File: config.mk
export PLATFORM = sky130hd
export DESIGN_NAME = crpc_ctrl
export DESIGN_NICKNAME = d
export VERILOG_FILES = /design/src/common/crpc_pkg.sv /design/src/crpc_ctrl.sv /design/src/crpc_share_thresh.sv /design/src/crpc_sync3.sv
export VERILOG_INCLUDE_DIRS = /design/src /design/src/common
export SDC_FILE = /design/constraint.sdc
export NUM_CORES = 1
export LEC_CHECK = 0
export ABC_AREA = 1
export BUFFER_PORTS_ARGS = -buffer_cell sky130_fd_sc_hd__buf_2
export CAP_MARGIN = 15
export CELL_PAD_IN_SITES_DETAIL_PLACEMENT = 1
export CELL_PAD_IN_SITES_GLOBAL_PLACEMENT = 1
export CORE_MARGIN = 2
export CORE_UTILIZATION = 36
export DETAILED_ROUTE_END_ITERATION = 10
export MAX_ROUTING_LAYER = met4
export PLACE_DENSITY_LB_ADDON = 0.25
export SLEW_MARGIN = 30
export SYNTH_ARGS = -nofsm -noshare
export SYNTH_HDL_FRONTEND = slang
export SYNTH_SLANG_ARGS = --single-unit
File: constraint.sdc
create_clock -name clk -period 2 [get_ports clk]
set_clock_uncertainty 0.2 [all_clocks]
set_input_delay 0.1 -clock clk [delete_from_list [all_inputs] [get_ports clk]]
set_output_delay 0.1 -clock clk [all_outputs]
set_load 0.05 [all_outputs]
File: src/common/crpc_params.svh
`ifndef CRPC_PARAMS_SVH
`define CRPC_PARAMS_SVH

// ==========================================================================
// Command slot of the role register.
// ==========================================================================
`define CRPC_CMD_ROLE        8'hD0

// ==========================================================================
// Role encodings and the reset value of the role register.
// ==========================================================================
`define CRPC_ROLE_STD        8'h00
`define CRPC_ROLE_ACTIVE     8'h01
`define CRPC_ROLE_STBY1      8'h02
`define CRPC_ROLE_STBY2      8'h03
`define CRPC_ROLE_STBY3      8'h04
`define CRPC_ROLE_ALWAYS     8'h05
`define CRPC_ROLE_RESET      `CRPC_ROLE_STD

// ==========================================================================
// Load-share scale and per-position thresholds, in millivolts.
// ==========================================================================
`define CRPC_SHARE_FULL_MV   8000
`define CRPC_EN1_MV          3200
`define CRPC_EN2_MV          5000
`define CRPC_EN3_MV          6700
`define CRPC_DIS1_MV         1440
`define CRPC_DIS2_MV         3010
`define CRPC_DIS3_MV         4520

// ==========================================================================
// Timing.
// ==========================================================================
`define CRPC_TURN_ON_MAX_NS  100000
`define CRPC_CLK_PERIOD_NS   40

// ==========================================================================
// One-hot converter state codes.
// ==========================================================================
`define CRPC_CNV_RUN         2'h1
`define CRPC_CNV_STBY        2'h2

`endif

File: src/common/crpc_pkg.sv
package crpc_pkg;
  `include "crpc_params.svh"

  // Programmed role of this supply within the redundant group.
  typedef enum logic [7:0] {
    CRPC_ROLE_STD    = `CRPC_ROLE_STD,
    CRPC_ROLE_ACTIVE = `CRPC_ROLE_ACTIVE,
    CRPC_ROLE_STBY1  = `CRPC_ROLE_STBY1,
    CRPC_ROLE_STBY2  = `CRPC_ROLE_STBY2,
    CRPC_ROLE_STBY3  = `CRPC_ROLE_STBY3,
    CRPC_ROLE_ALWAYS = `CRPC_ROLE_ALWAYS
  } crpc_role_type;

  // Main converter state, one-hot.
  typedef enum logic [1:0] {
    CRPC_RUN  = `CRPC_CNV_RUN,
    CRPC_STBY = `CRPC_CNV_STBY
  } crpc_cnv_type;
endpackage

File: src/crpc_ctrl.sv
`timescale 1ns/1ns
// What this block does
// RULE1: Fault or low output pulls shared line low.
// RULE2: Standby supply runs when shared line low.
// RULE3: No active driver high: every supply runs.
// RULE4: Starts as always on before programming.
// RULE5: Standby allowed only with active or standard peer.
// RULE6: Stay off only: line high, share low.
// RULE7: Standby position selects load-share thresholds.
// RULE8: Enable/disable thresholds per position with hysteresis.
// RULE9: Thresholds scaled to 8.0V full scale.
// RULE10: Standard and active roles always run.
// RULE11: Active drives high; others float; fault low.
// RULE12: Converter on within 100 us of line low.
// RULE13: Role written by read/write byte D0h.
// RULE14: Role codes 00h to 05h as defined.
// RULE15: Role register resets to standard redundancy.
// RULE16: Always-standby role ignores load level.
// RULE17: Line falling edge resets standby roles.
// RULE18: Host must rewrite role after fault event.
// RULE19: Synchronise inputs; detect edge after sync.
module crpc_ctrl #(
  parameter int DAC_W = 8
) (
  input  wire logic             clk,
  input  wire logic             srst,
  // Command port from the management bus engine.
  input  wire logic             cmd_valid,
  input  wire logic             cmd_write,
  input  wire logic [7:0]       cmd_code,
  input  wire logic [7:0]       cmd_wdata,
  input  wire logic             cmd_pec_ok,
  output logic                  cmd_hit,
  output logic                  cmd_ack,
  output logic                  cmd_nak,
  output logic      [7:0]       cmd_rdata,
  // Supply health, from outside the clock domain.
  input  wire logic             supply_fault,
  input  wire logic             vout_low_fault,
  // Shared standby line, a wired bus between the supplies.
  input  wire logic             shared_standby_line_i,
  output logic                  shared_standby_line_o,
  output logic                  shared_standby_line_oe,
  // Load-share comparator flags and their references.
  input  wire logic             share_above_en,
  input  wire logic             share_above_dis,
  output logic      [DAC_W-1:0] share_enable_level,
  output logic      [DAC_W-1:0] share_disable_level,
  // Converter control.
  output logic                  converter_on_n,
  output logic                  main_converter_en
);
  import crpc_pkg::*;
  `include "crpc_params.svh"

  // Reference codes need four to sixteen bits.
  if (DAC_W < 4 || DAC_W > 16) begin : g_bad_dac
    $error("crpc_ctrl needs DAC_W from 4 to 16.");
  end

  // ========================================================================
  // Constants and helpers.
  // ========================================================================

  // Longest permitted turn-on delay in clock cycles, rounded down.
  localparam int TURN_ON_CYCLES = `CRPC_TURN_ON_MAX_NS / `CRPC_CLK_PERIOD_NS;

  // The turn-on watchdog below counts in twelve bits.
  if (TURN_ON_CYCLES > 4095) begin : g_bad_turn_on
    $error("crpc_ctrl turn-on bound does not fit its counter.");
  end

  // True for every role that may park the converter.
  function automatic logic is_standby(input logic [7:0] role);
    return role >= `CRPC_ROLE_STBY1 && role <= `CRPC_ROLE_ALWAYS;
  endfunction

  // Standby position one to three, zero for any other role.
  function automatic logic [1:0] standby_pos(input logic [7:0] role);
    case (role)
      `CRPC_ROLE_STBY1: return 2'h1;
      `CRPC_ROLE_STBY2: return 2'h2;
      `CRPC_ROLE_STBY3: return 2'h3;
      default:          return 2'h0;
    endcase
  endfunction

  // ========================================================================
  // Input synchronisation.
  // ========================================================================

  logic [4:0]    sync_bits;      // Synchronised input bundle.
  logic          fault_s;        // Local supply fault.
  logic          vout_low_s;     // Output below the fault threshold.
  logic          line_s;         // Shared line level.
  logic          above_en_s;     // Share above the enable reference.
  logic          above_dis_s;    // Share above the disable reference.
  logic          line_prev_q;    // Previous synchronised line level.
  logic          line_fall;      // Falling edge of the shared line.
  logic          any_fault;      // Reason to pull the line low.
  crpc_role_type role_q;         // Role register.
  crpc_cnv_type  cnv_q;          // Converter state.
  crpc_cnv_type  cnv_d;          // Next converter state.
  logic          share_high;     // Load share above the on threshold.
  logic          role_wr;        // Accepted role write.
  logic          data_ok;        // Write data is a defined role.

  // The line resets high so release from reset cannot fake a falling edge.
  crpc_sync3 #(
    .WIDTH   (5),
    .RST_VAL (5'h04)
  ) u_sync (
    .clk      (clk),
    .srst     (srst),
    .async_in ({share_above_dis,
                share_above_en,
                shared_standby_line_i,
                vout_low_fault,
                supply_fault}),
    .sync_q   (sync_bits)
  );

  assign fault_s     = sync_bits[0]; // RULE19
  assign vout_low_s  = sync_bits[1];
  assign line_s      = sync_bits[2]; // RULE19
  assign above_en_s  = sync_bits[3];
  assign above_dis_s = sync_bits[4];
  assign any_fault   = fault_s | vout_low_s;

  // Edge detection looks only at the synchronised level.
  always_ff @(posedge clk) begin
    if (srst) begin
      line_prev_q <= 1'b1;
    end else begin
      line_prev_q <= line_s;
    end
  end

  assign line_fall = line_prev_q & ~line_s; // RULE19

  // ========================================================================
  // Role register and command port.
  // ========================================================================

  assign data_ok = cmd_wdata <= `CRPC_ROLE_ALWAYS;                       // RULE14
  assign cmd_hit = cmd_valid & (cmd_code == `CRPC_CMD_ROLE);             // RULE13
  // Reads always succeed; writes need good packet check and a defined role.
  assign cmd_ack = cmd_hit & (~cmd_write | (cmd_pec_ok & data_ok));      // RULE13
  assign cmd_nak = cmd_hit & ~cmd_ack;
  assign role_wr = cmd_hit & cmd_write & cmd_pec_ok & data_ok;

  // A falling edge wins over a same-cycle host write, so the group never
  // loses the forced return to standard redundancy.
  always_ff @(posedge clk) begin
    if (srst) begin
      role_q <= crpc_role_type'(`CRPC_ROLE_RESET);                       // RULE15
    end else if (line_fall && is_standby(role_q)) begin
      role_q <= CRPC_ROLE_STD;                                           // RULE17
    end else if (role_wr) begin
      role_q <= crpc_role_type'(cmd_wdata);                              // RULE14
    end
  end

  // Read data is captured on an accepted read and held until the next one.
  always_ff @(posedge clk) begin
    if (srst) begin
      cmd_rdata <= 8'h00;
    end else if (cmd_hit && !cmd_write) begin
      cmd_rdata <= role_q;
    end
  end

  // ========================================================================
  // Load-share thresholds.
  // ========================================================================

  crpc_share_thresh #(
    .DAC_W (DAC_W)
  ) u_thresh (
    .clk          (clk),
    .srst         (srst),
    .position     (standby_pos(role_q)),
    .above_en     (above_en_s),
    .above_dis    (above_dis_s),
    .en_ref_q     (share_enable_level),
    .dis_ref_q    (share_disable_level),
    .share_high_q (share_high)
  );

  // ========================================================================
  // Shared line drive.
  // ========================================================================

  // A fault pulls low in any role; a healthy active supply holds the line
  // high; everyone else floats. The floating case relies on the board
  // pulling the line low when nobody drives it high.
  always_ff @(posedge clk) begin
    if (srst) begin
      shared_standby_line_oe <= 1'b0;
      shared_standby_line_o  <= 1'b0;
    end else if (any_fault) begin
      shared_standby_line_oe <= 1'b1;                                    // RULE1
      shared_standby_line_o  <= 1'b0;                                    // RULE11
    end else begin
      shared_standby_line_oe <= (role_q == CRPC_ROLE_ACTIVE);            // RULE11
      shared_standby_line_o  <= (role_q == CRPC_ROLE_ACTIVE);
    end
  end

  // ========================================================================
  // Converter state.
  // ========================================================================

  // Parking is only possible while the line is high, which means some
  // active peer keeps the group alive.
  always_comb begin
    cnv_d = CRPC_RUN;                                                    // RULE4
    case (cnv_q)
      CRPC_RUN, CRPC_STBY: begin
        if (is_standby(role_q) && line_s) begin                          // RULE5 RULE3
          if (role_q == CRPC_ROLE_ALWAYS || !share_high) begin           // RULE16
            cnv_d = CRPC_STBY;                                           // RULE6
          end
        end
        // A low line, or a fixed role, always leaves the converter running.
      end
      default: cnv_d = CRPC_RUN;
    endcase
  end

  always_ff @(posedge clk) begin
    if (srst) begin
      cnv_q <= CRPC_RUN;                                                 // RULE4
    end else begin
      cnv_q <= cnv_d;                                                    // RULE2
    end
  end

  // Both outputs are state flop bits; converter_on_n is low from the cycle after a fixed role lands.
  assign converter_on_n    = cnv_q[1];                                   // RULE10
  assign main_converter_en = cnv_q[0];                                   // RULE12

  // ========================================================================
  // Checks.
  // ========================================================================

  logic [11:0] wait_cnt_q;  // Cycles parked while the line pin is low.

  // Counted from the pin, so synchroniser delay is part of the bound.
  always_ff @(posedge clk) begin
    if (srst) begin
      wait_cnt_q <= 12'h000;
    end else if (!shared_standby_line_i && converter_on_n) begin
      wait_cnt_q <= wait_cnt_q + 12'h001;
    end else begin
      wait_cnt_q <= 12'h000;
    end
  end
endmodule

File: src/crpc_share_thresh.sv
`timescale 1ns/1ns
// ==========================================================================
// Load-share threshold references and hysteresis for the standby positions.
// ==========================================================================
module crpc_share_thresh #(
  parameter int DAC_W = 8
) (
  input  wire logic             clk,
  input  wire logic             srst,
  input  wire logic [1:0]       position,
  input  wire logic             above_en,
  input  wire logic             above_dis,
  output logic      [DAC_W-1:0] en_ref_q,
  output logic      [DAC_W-1:0] dis_ref_q,
  output logic                  share_high_q
);
  import crpc_pkg::*;
  `include "crpc_params.svh"

  if (DAC_W < 4 || DAC_W > 16) begin : g_bad_dac
    $error("crpc_share_thresh needs DAC_W from 4 to 16.");
  end

  // Scales a level in millivolts against the full-scale share voltage.
  function automatic logic [DAC_W-1:0] mv_to_code(input int unsigned mv);
    int unsigned full;
    full = (32'd1 << DAC_W) - 32'd1;
    return DAC_W'((mv * full) / `CRPC_SHARE_FULL_MV);
  endfunction

  // Reference codes follow the programmed position; unused positions park at zero.
  always_ff @(posedge clk) begin
    if (srst) begin
      en_ref_q  <= '0;
      dis_ref_q <= '0;
    end else begin
      case (position)
        2'h1: begin
          en_ref_q  <= mv_to_code(`CRPC_EN1_MV);  // RULE7
          dis_ref_q <= mv_to_code(`CRPC_DIS1_MV); // RULE8
        end
        2'h2: begin
          en_ref_q  <= mv_to_code(`CRPC_EN2_MV);  // RULE7
          dis_ref_q <= mv_to_code(`CRPC_DIS2_MV); // RULE9
        end
        2'h3: begin
          en_ref_q  <= mv_to_code(`CRPC_EN3_MV);
          dis_ref_q <= mv_to_code(`CRPC_DIS3_MV);
        end
        default: begin
          en_ref_q  <= '0;
          dis_ref_q <= '0;
        end
      endcase
    end
  end

  // Hysteresis: set above the enable level, clear below the disable level or when no position is selected.
  always_ff @(posedge clk) begin
    if (srst) begin
      share_high_q <= 1'b0;
    end else if (position == 2'h0) begin
      share_high_q <= 1'b0;
    end else if (above_en) begin
      share_high_q <= 1'b1;                      // RULE8
    end else if (!above_dis) begin
      share_high_q <= 1'b0;                      // RULE8
    end
  end
endmodule

File: src/crpc_sync3.sv
`timescale 1ns/1ns
// ==========================================================================
// Three-stage synchroniser; the output follows once stages two and three agree.
// ==========================================================================
module crpc_sync3 #(
  parameter int               WIDTH   = 1,
  parameter logic [WIDTH-1:0] RST_VAL = '0
) (
  input  wire logic             clk,
  input  wire logic             srst,
  input  wire logic [WIDTH-1:0] async_in,
  output logic      [WIDTH-1:0] sync_q
);
  import crpc_pkg::*;

  if (WIDTH < 1) begin : g_bad_width
    $error("crpc_sync3 needs WIDTH of at least one.");
  end

  for (genvar i = 0; i < WIDTH; i++) begin : g_bit
    logic s1_q;  // First stage, read only by the second stage.
    logic s2_q;  // Second stage.
    logic s3_q;  // Third stage.

    // Shift chain; the agreement check filters a single-cycle glitch.
    always_ff @(posedge clk) begin
      if (srst) begin
        s1_q      <= RST_VAL[i];
        s2_q      <= RST_VAL[i];
        s3_q      <= RST_VAL[i];
        sync_q[i] <= RST_VAL[i];
      end else begin
        s1_q <= async_in[i];
        s2_q <= s1_q;
        s3_q <= s2_q;
        if (s2_q == s3_q) begin
          sync_q[i] <= s3_q;
        end
      end
    end
  end
endmodule
==> implementation parameters, run 1 <==
Parameter                              Value

Floorplanning
  Chip height    76.4 um
  Area of the core    5070 um2
  Die Span X    76.4 um
  Num rows    26
  Starting Density    37.2%
  Total I/O pin count    57
  Die Area    5840 um2

Worst setup path
  Number of cell instances on the worst register-to-register path    9
  Cell depth of the worst setup path    9
  Cells along the critical path    nor2_2 -> nand2_1 -> inv_2 -> nand4_1 -> nand2_2 -> inv_1 -> ha_1 -> or3_1 -> inv_1
  Crit. End Element    register
  Worst-path cell with the longest stage delay    or3_1
  Worst path max stage delay    0.35 ns
  Cell type group with the largest total delay on the critical path    simple AND/OR/NAND/NOR gates
  Startpoint class of the critical path    register
  Combined buffer and inverter count along the critical path    3
  Critical Path Most Common Cell    inv_1
  Critical Path AT    1.94 ns
  Critical path fanouts, max    5
  Crit path kind    reg -> reg
  Endpoint required time on the critical path    2.05 ns

Clocking
  Clock tree root buffer cell    clkbuf_8
  Number of sinks on the clock net    between 40 and 50
  Number of buffers inserted during clock tree synthesis    5
  Clock H-tree levels    2
  TritonCTS clock tree    done
  Max clock buf depth    2
  Clock-pin slew on the worst setup and hold paths    0.09 ns
  Clock insertion delay at the later pin of the skew report    0.30 ns

Routing
  First-pass DRT Iterations    4
  Mean routed wirelength per cell    11.4 um
  Detail Route Antenna Nets    0
  Number of vias in the routed layout    roughly 1,700
  DR DRC count    0
  Iteration-0 DRC Markers    44
  Vias per inst    4.49
  Sum of routed wire length over all layers    4290 um

Placement
  DP Worst Slack    0.0884 ns
  Final GP Congestion    0.720
  Number of cells in the design after placement    348
  Quantity of I/O buffers inserted on ports    56
  Detailed placement HPWL    2980 um

Power
  Total power of the final layout    1910 uW
  Cell Pwr Density    759 nW/um2
  Peak supply drop    0.000446 V
  Leakage Power    roughly 0.0012 uW

Synth
  Cell accounting for the most synthesized area    dfxtp_1
  Sequential-to-total area share from yosys stat    52.0%
  Number of flip-flops and latches in the synthesized netlist    49
  Synthesized netlist cell count    about 240
  Area share of the largest cell type after synthesis    52.0%
  Count of distinct cell types in the synthesized netlist    27
  Post-synthesis instance area    around 1900 um2
  Net count after synthesis    266
  Synth warn    0
  Most area-consuming cells after synthesis    dfxtp_1, nor2_1, nand2_1, inv_1, buf_4
  Mean Syn Cell Area    8.03 um2

Final layout
  Post-route non-filler standard cell count    375
  Layout-stage area growth over the synthesis result    33.6%
  Share of post-route cells with drive strength above 1    29.2%
  Antenna diode count    0
  Final nets    335

Status
  Outcome    finished, final reports clean

STA
  Relative max-transition margin    about 78%
  Minimum clock period    1.89 ns
  Final hold violation count    0
  Slew at the pin with the worst max-slew slack    0.335 ns
  Smallest hold slack    0.0728 ns
  Worst Setup Slack, final    0.114 ns
  Ratio of final minimum period to clock period    between 90% and 100%
  Final setup violation count    0
  Setup TNS    0 ns
  Maximum clock rate    530 MHz
  Fin. max-slew vios    0

Global route
  Maximum number of pins on one net before global-route repair    21
  Global-route usage over all layers    15.8%
  Wire length of the first global-routing pass    7240 um
  Number of global-route vias before repair    1,634
  Initial antenna violation count    0
  Sum of overflow across all layers after global routing    0

Min path
  Class of the most critical hold timing path    in -> reg
  Number of cells traversed by the worst hold path    4

Flow run
  Max-cap check violation count    0
worst reg2reg max path: stages, from the launching register on:
cell,delay [ns]
dfxtp_1,0.34
nor2_2,0.13
nand2_1,0.08
inv_2,0.09
nand4_1,0.15
nand2_2,0.14
inv_1,0.09
ha_1,0.22
or3_1,0.35
inv_1,0.05
cell usage in the layout (no fill, tap or decap), drive strengths merged, types with 7 or more instances in the layout:
| master | instances |
|---|---|
| buf | 63 |
| dfxtp | 49 |
| nor2 | 44 |
| inv | 36 |
| nand2 | 36 |
| nand3 | 15 |
| dlygate4sd3 | 14 |
| a21oi | 13 |
| nand4 | 7 |
timing repair:
action	CTS	global route
resized for setup	0	9
hold buffers	14	0
setup endpoints to repair	0	4
setup buffers	0	5
hold endpoints to repair	17	0
routing by layer:
| layer | track usage [%] | share of wire (%) | up-vias |
|---|---|---|---|
| li1 | - | - | 856 |
| met1 | 18.0 | 43 | 802 |
| met2 | 26.4 | 52 | 22 |
| met3 | 3.79 | 3.3 | 4 |
| met4 | 6.91 | 1.6 | 0 |
| met5 | - | 0 | - |
worst paths after layout:
path                                      startpoint  slack [ns]                    end
worst max register to register             role_q[4]        0.11  u_thresh.share_high_q
worst min-delay path                       cmd_write        0.07              role_q[7]
worst min register to register  u_sync.g_bit[1].s1_q        0.21   u_sync.g_bit[1].s2_q
worst max-delay path                       role_q[4]        0.11  u_thresh.share_high_q
report_power, final:
group	leakage [uW]	switching (uW)	internal, uW
Clock	0.0000687	334	503
Sequential	0.000398	4.38	987
Combinational	0.000705	42.9	43.1
Total	0.00117	381	1530
metrics by stage:
stage / utilization [%] / instance area [um2]
floorplan: - / 1890
CTS: 48.4 / 2460
global route: 49.7 / 2520
finish: 49.7 / 2520
detailed placement: 42.9 / 2180
global placement: 42.9 / 2180
cell usage after synthesis (all sizes together):
| master | number |
|---|---|
| ha | 5 |
| clkbuf | 4 |
| a21oi | 13 |
| nand3b | 1 |
| nand3 | 15 |
| o21ai | 4 |
| nand2 | 36 |
| nand4 | 7 |
| buf | 11 |
| inv | 35 |
| dfxtp | 49 |
| o21a | 1 |
| o211ai | 1 |
| nor2 | 44 |
| or3 | 1 |
| nor4 | 2 |
| a31oi | 1 |
| a211oi | 2 |
| or2 | 3 |
logic make-up (layout without fill, tap and decap cells):
logic type,Yosys count,after routing,share of synthesized area [%]
AND/OR/NAND/NOR,109,109,25.9
buffers and inverters,50,120,12.2
flip-flops,49,49,52.0
AO/OA/AOI/OAI,22,22,6.63
adder cells (fa/ha/maj),5,5,3.31
flip-flops by register name, indices dropped and copies added, names as in the netlist:
register / flops
cmd_rdata: 8
cnv_q: 2
u_sync.g_bit.s1_q: 5
shared_standby_line_oe: 1
shared_standby_line_o: 1
line_prev_q: 1
u_sync.sync_q: 5
role_q: 8
u_thresh.dis_ref_q: 1
u_sync.g_bit.s2_q: 5
u_thresh.en_ref_q: 6
u_thresh.share_high_q: 1
u_sync.g_bit.s3_q: 5
final cells by class:
type / instances / area, um2
fill: 649 / 2550
sequential: 49 / 982
inverter: 35 / 131
timing repair buffer: 77 / 473
clock buffer: 5 / 68.8
tap: 70 / 87.6
clock inverter: 3 / 68.8
multi-input combinational: 136 / 711
No activity file was read; power rests on OpenSTA's default activity.
==> run 2: changes to the inputs <==
--- a/config.mk
+++ b/config.mk
@@ -16,6 +16,7 @@
 export DETAILED_ROUTE_END_ITERATION = 10
 export MAX_ROUTING_LAYER = met4
 export PLACE_DENSITY_LB_ADDON = 0.25
+export REMOVE_ABC_BUFFERS = 1
 export SLEW_MARGIN = 30
 export SYNTH_ARGS = -nofsm -noshare
 export SYNTH_HDL_FRONTEND = slang
==> run 2 against run 1 <==
Combinational power increased by 2.8%. Worst setup slack improved by 0.0017 ns. Fmax about the same. Die area unchanged. Routed wire length decreased by 4.5%. Hold slack got worse by 0.0069 ns. Non-clock buffer count decreased by 5. Sequential share of layout area increased by 1.1 points. Largest cell class unchanged. Largest power group unchanged.
==> implementation parameters, run 2 (synthesized netlist as in run 1, its figures left out) <==
Parameter                              Value

Floorplanning
  Area of the core    5070 um2 (unchanged)
  Die Span X    76.4 um (unchanged)
  Chip height    76.4 um (unchanged)
  Total I/O pin count    57 (unchanged)
  Die Area    5840 um2 (unchanged)
  Starting Density    37.2% (unchanged)
  Num rows    26 (unchanged)

Clocking
  Clock insertion delay at the later pin of the skew report    0.29 ns (about the same)
  Clock-pin slew on the worst setup and hold paths    0.08 ns (about the same)
  Clock H-tree levels    2 (unchanged)
  Number of sinks on the clock net    49 (unchanged)
  TritonCTS clock tree    done
  Max clock buf depth    2 (unchanged)
  Clock tree root buffer cell    clkbuf_8
  Number of buffers inserted during clock tree synthesis    5 (unchanged)
  Post-CTS setup repair buffer count    0 (unchanged)

Worst setup path
  Crit path kind    reg -> reg
  Critical path fanouts, max    6 (+1)
  Startpoint class of the critical path    register
  Critical Path AT    1.93 ns (about the same)
  Crit. End Element    register
  Endpoint required time on the critical path    2.04 ns (about the same)

Power
  Part of the power in combinational logic    4.9% (+0.4 points)
  Cell Pwr Density    733 nW/um2 (-3.4%)
  Part of the total power dissipated in sequential elements    55.2% (+3.4 points)
  Sw Ratio    19.7% (-0.15 points)
  Switch Pwr    354 uW (-7.0%)
  Internal power contribution    1440 uW (-6.1%)
  Relative contribution of the clock network to total power    39.8% (-3.9 points)
  Peak supply drop    0.000456 V (+2.2%)
  Leakage Power    0.00114 uW (-2.9%)

Global route
  Number of global-route vias before repair    1,696 (+3.8%)
  Maximum number of pins on one net before global-route repair    22 (+4.8%)
  Wire length of the first global-routing pass    7270 um (+0.37%)
  Sum of overflow across all layers after global routing    0 (unchanged)
  Global-route usage over all layers    15.7% (-0.060 points)
  Initial antenna violation count    0 (unchanged)

STA
  Final hold violation count    0 (unchanged)
  Ratio of final minimum period to clock period    94.2% (about the same)
  Maximum clock rate    531 MHz (about the same)
  Final setup violation count    0 (unchanged)
  Minimum clock period    1.88 ns (-0.00173 ns)
  Slew at the pin with the worst max-slew slack    0.350 ns (+0.0148 ns)
  Fin. max-slew vios    0 (unchanged)
  Setup TNS    0 ns (unchanged)
  Relative max-transition margin    76.7% (-0.96 points)

Routing
  First-pass DRT Iterations    4 (unchanged)
  DR DRC count    0 (unchanged)
  Detail Route Antenna Nets    0 (unchanged)
  Mean routed wirelength per cell    11.1 um (-3.2%)
  Vias per inst    4.49 (about the same)
  Number of vias in the routed layout    1,662 (-1.3%)
  Sum of routed wire length over all layers    4100 um (-4.5%)
  Iteration-0 DRC Markers    49 (+11%)

Final layout
  Final nets    330 (-1.5%)
  Layout-stage area growth over the synthesis result    29.7%
  Largest registers    cmd_rdata (8), role_q (8), u_thresh.en_ref_q (6)
  Antenna diode count    0 (unchanged)
  Share of post-route cells with drive strength above 1    26.3% (-2.8 points)
  Most common library cell in the layout ignoring fill and taps    buf_2
  Most used cells in the layout excluding fill and tap cells    buf_2, dfxtp_1, nor2_1
  Layout Utilization    48.2% (-1.5 points)
  Post-route non-filler standard cell count    370 (-1.3%)

Placement
  Quantity of I/O buffers inserted on ports    56 (unchanged)
  Detailed placement HPWL    3020 um (+1.2%)
  Final GP Congestion    0.747 (+3.6%)
  Number of cells in the design after placement    347 (-0.29%)

Status
  Outcome    finished, final reports clean

Min path
  Class of the most critical hold timing path    in -> reg

Flow run
  Max-cap check violation count    0 (unchanged)
run 2: changes by cell type in the layout (fill, tap and decap cells not counted):
cell,change
buf_4,-6
bufinv_16,-1
clkbuf_1,+1
clkbuf_8,+1
dfxtp_1,+1
dfxtp_2,-1
dlymetal6s4s_1,+1
inv_6,-1
nor2_1,+1
nor2_2,+1
nor2_4,-2
nor4_1,+1
nor4_2,-1
run 2: power groups by stage:
stage                     Sequential (uW)  Combinational, uW  Clock (uW)
after floorplan                      1010               26.6           0
after global placement               1010               67.9           0
after detailed placement             1010               69.9           0
after CTS                             992               89.4         745
after global routing                  993                101         788
final                                 991               88.5         715
run 2: critical path, cell delays in order, from the launching register on:
cell and delay, ns:
dfxtp_1 0.33, nor2_1 0.15, nand2_1 0.08, inv_2 0.10
nand4_1 0.15, nand2_2 0.13, inv_1 0.09, ha_1 0.20
or3_1 0.34, inv_1 0.05
run 2: final cells by class:
| type | count | area, um2 |
|---|---|---|
| Sequential cell | 49 | 981 |
| Clock inverter | 1 | 30.0 |
| Timing Repair Buffer | 72 | 440 |
| Fill cell | 641 | 2630 |
| Clock buffer | 7 | 86.3 |
| Tap cell | 70 | 87.6 |
| Multi-Input combinational cell | 136 | 692 |
| Inverter | 35 | 131 |
run 2: routing by layer:
metal	wire length (um)	share of wire [%]	up-vias	track usage [%]
li1	-	-	852	-
met1	1780	43	773	16.8
met2	2100	51	32	27.4
met3	166	4.0	5	3.91
met4	51	1.2	0	6.91
met5	0	0	-	-
run 2: worst paths after layout:
check	from	end	slack, ns	cells past startpoint
worst max-delay path	role_q[7]	u_thresh.share_high_q	0.12	9
worst min-delay path	cmd_code[5]	cmd_rdata[6]	0.07	6
worst max register to register	role_q[7]	u_thresh.share_high_q	0.12	9
worst min register to register	u_sync.g_bit[1].s1_q	u_sync.g_bit[1].s2_q	0.21	2
run 2: stage by stage:
stage	hold WS, ns	worst slack [ns]	area [um2]	total power (uW)
4_1_cts	0.0573	0.0401	2430	1830
6_report	0.0659	0.115	2450	1790
3_3_place_gp	0.0847	0.210	2160	1080
3_5_place_dp	0.0890	0.0825	2160	1080
2_1_floorplan	-0.0333	-0.137	1790	1040
5_1_grt	0.0992	-0.0251	2450	1880
run 2: what timing repair did:
| action | in CTS | in global routing |
|---|---|---|
| hold buffers | 15 | 0 |
| setup endpoints to repair | 0 | 4 |
| hold endpoints to repair | 16 | 0 |
| gates resized for setup | 0 | 6 |
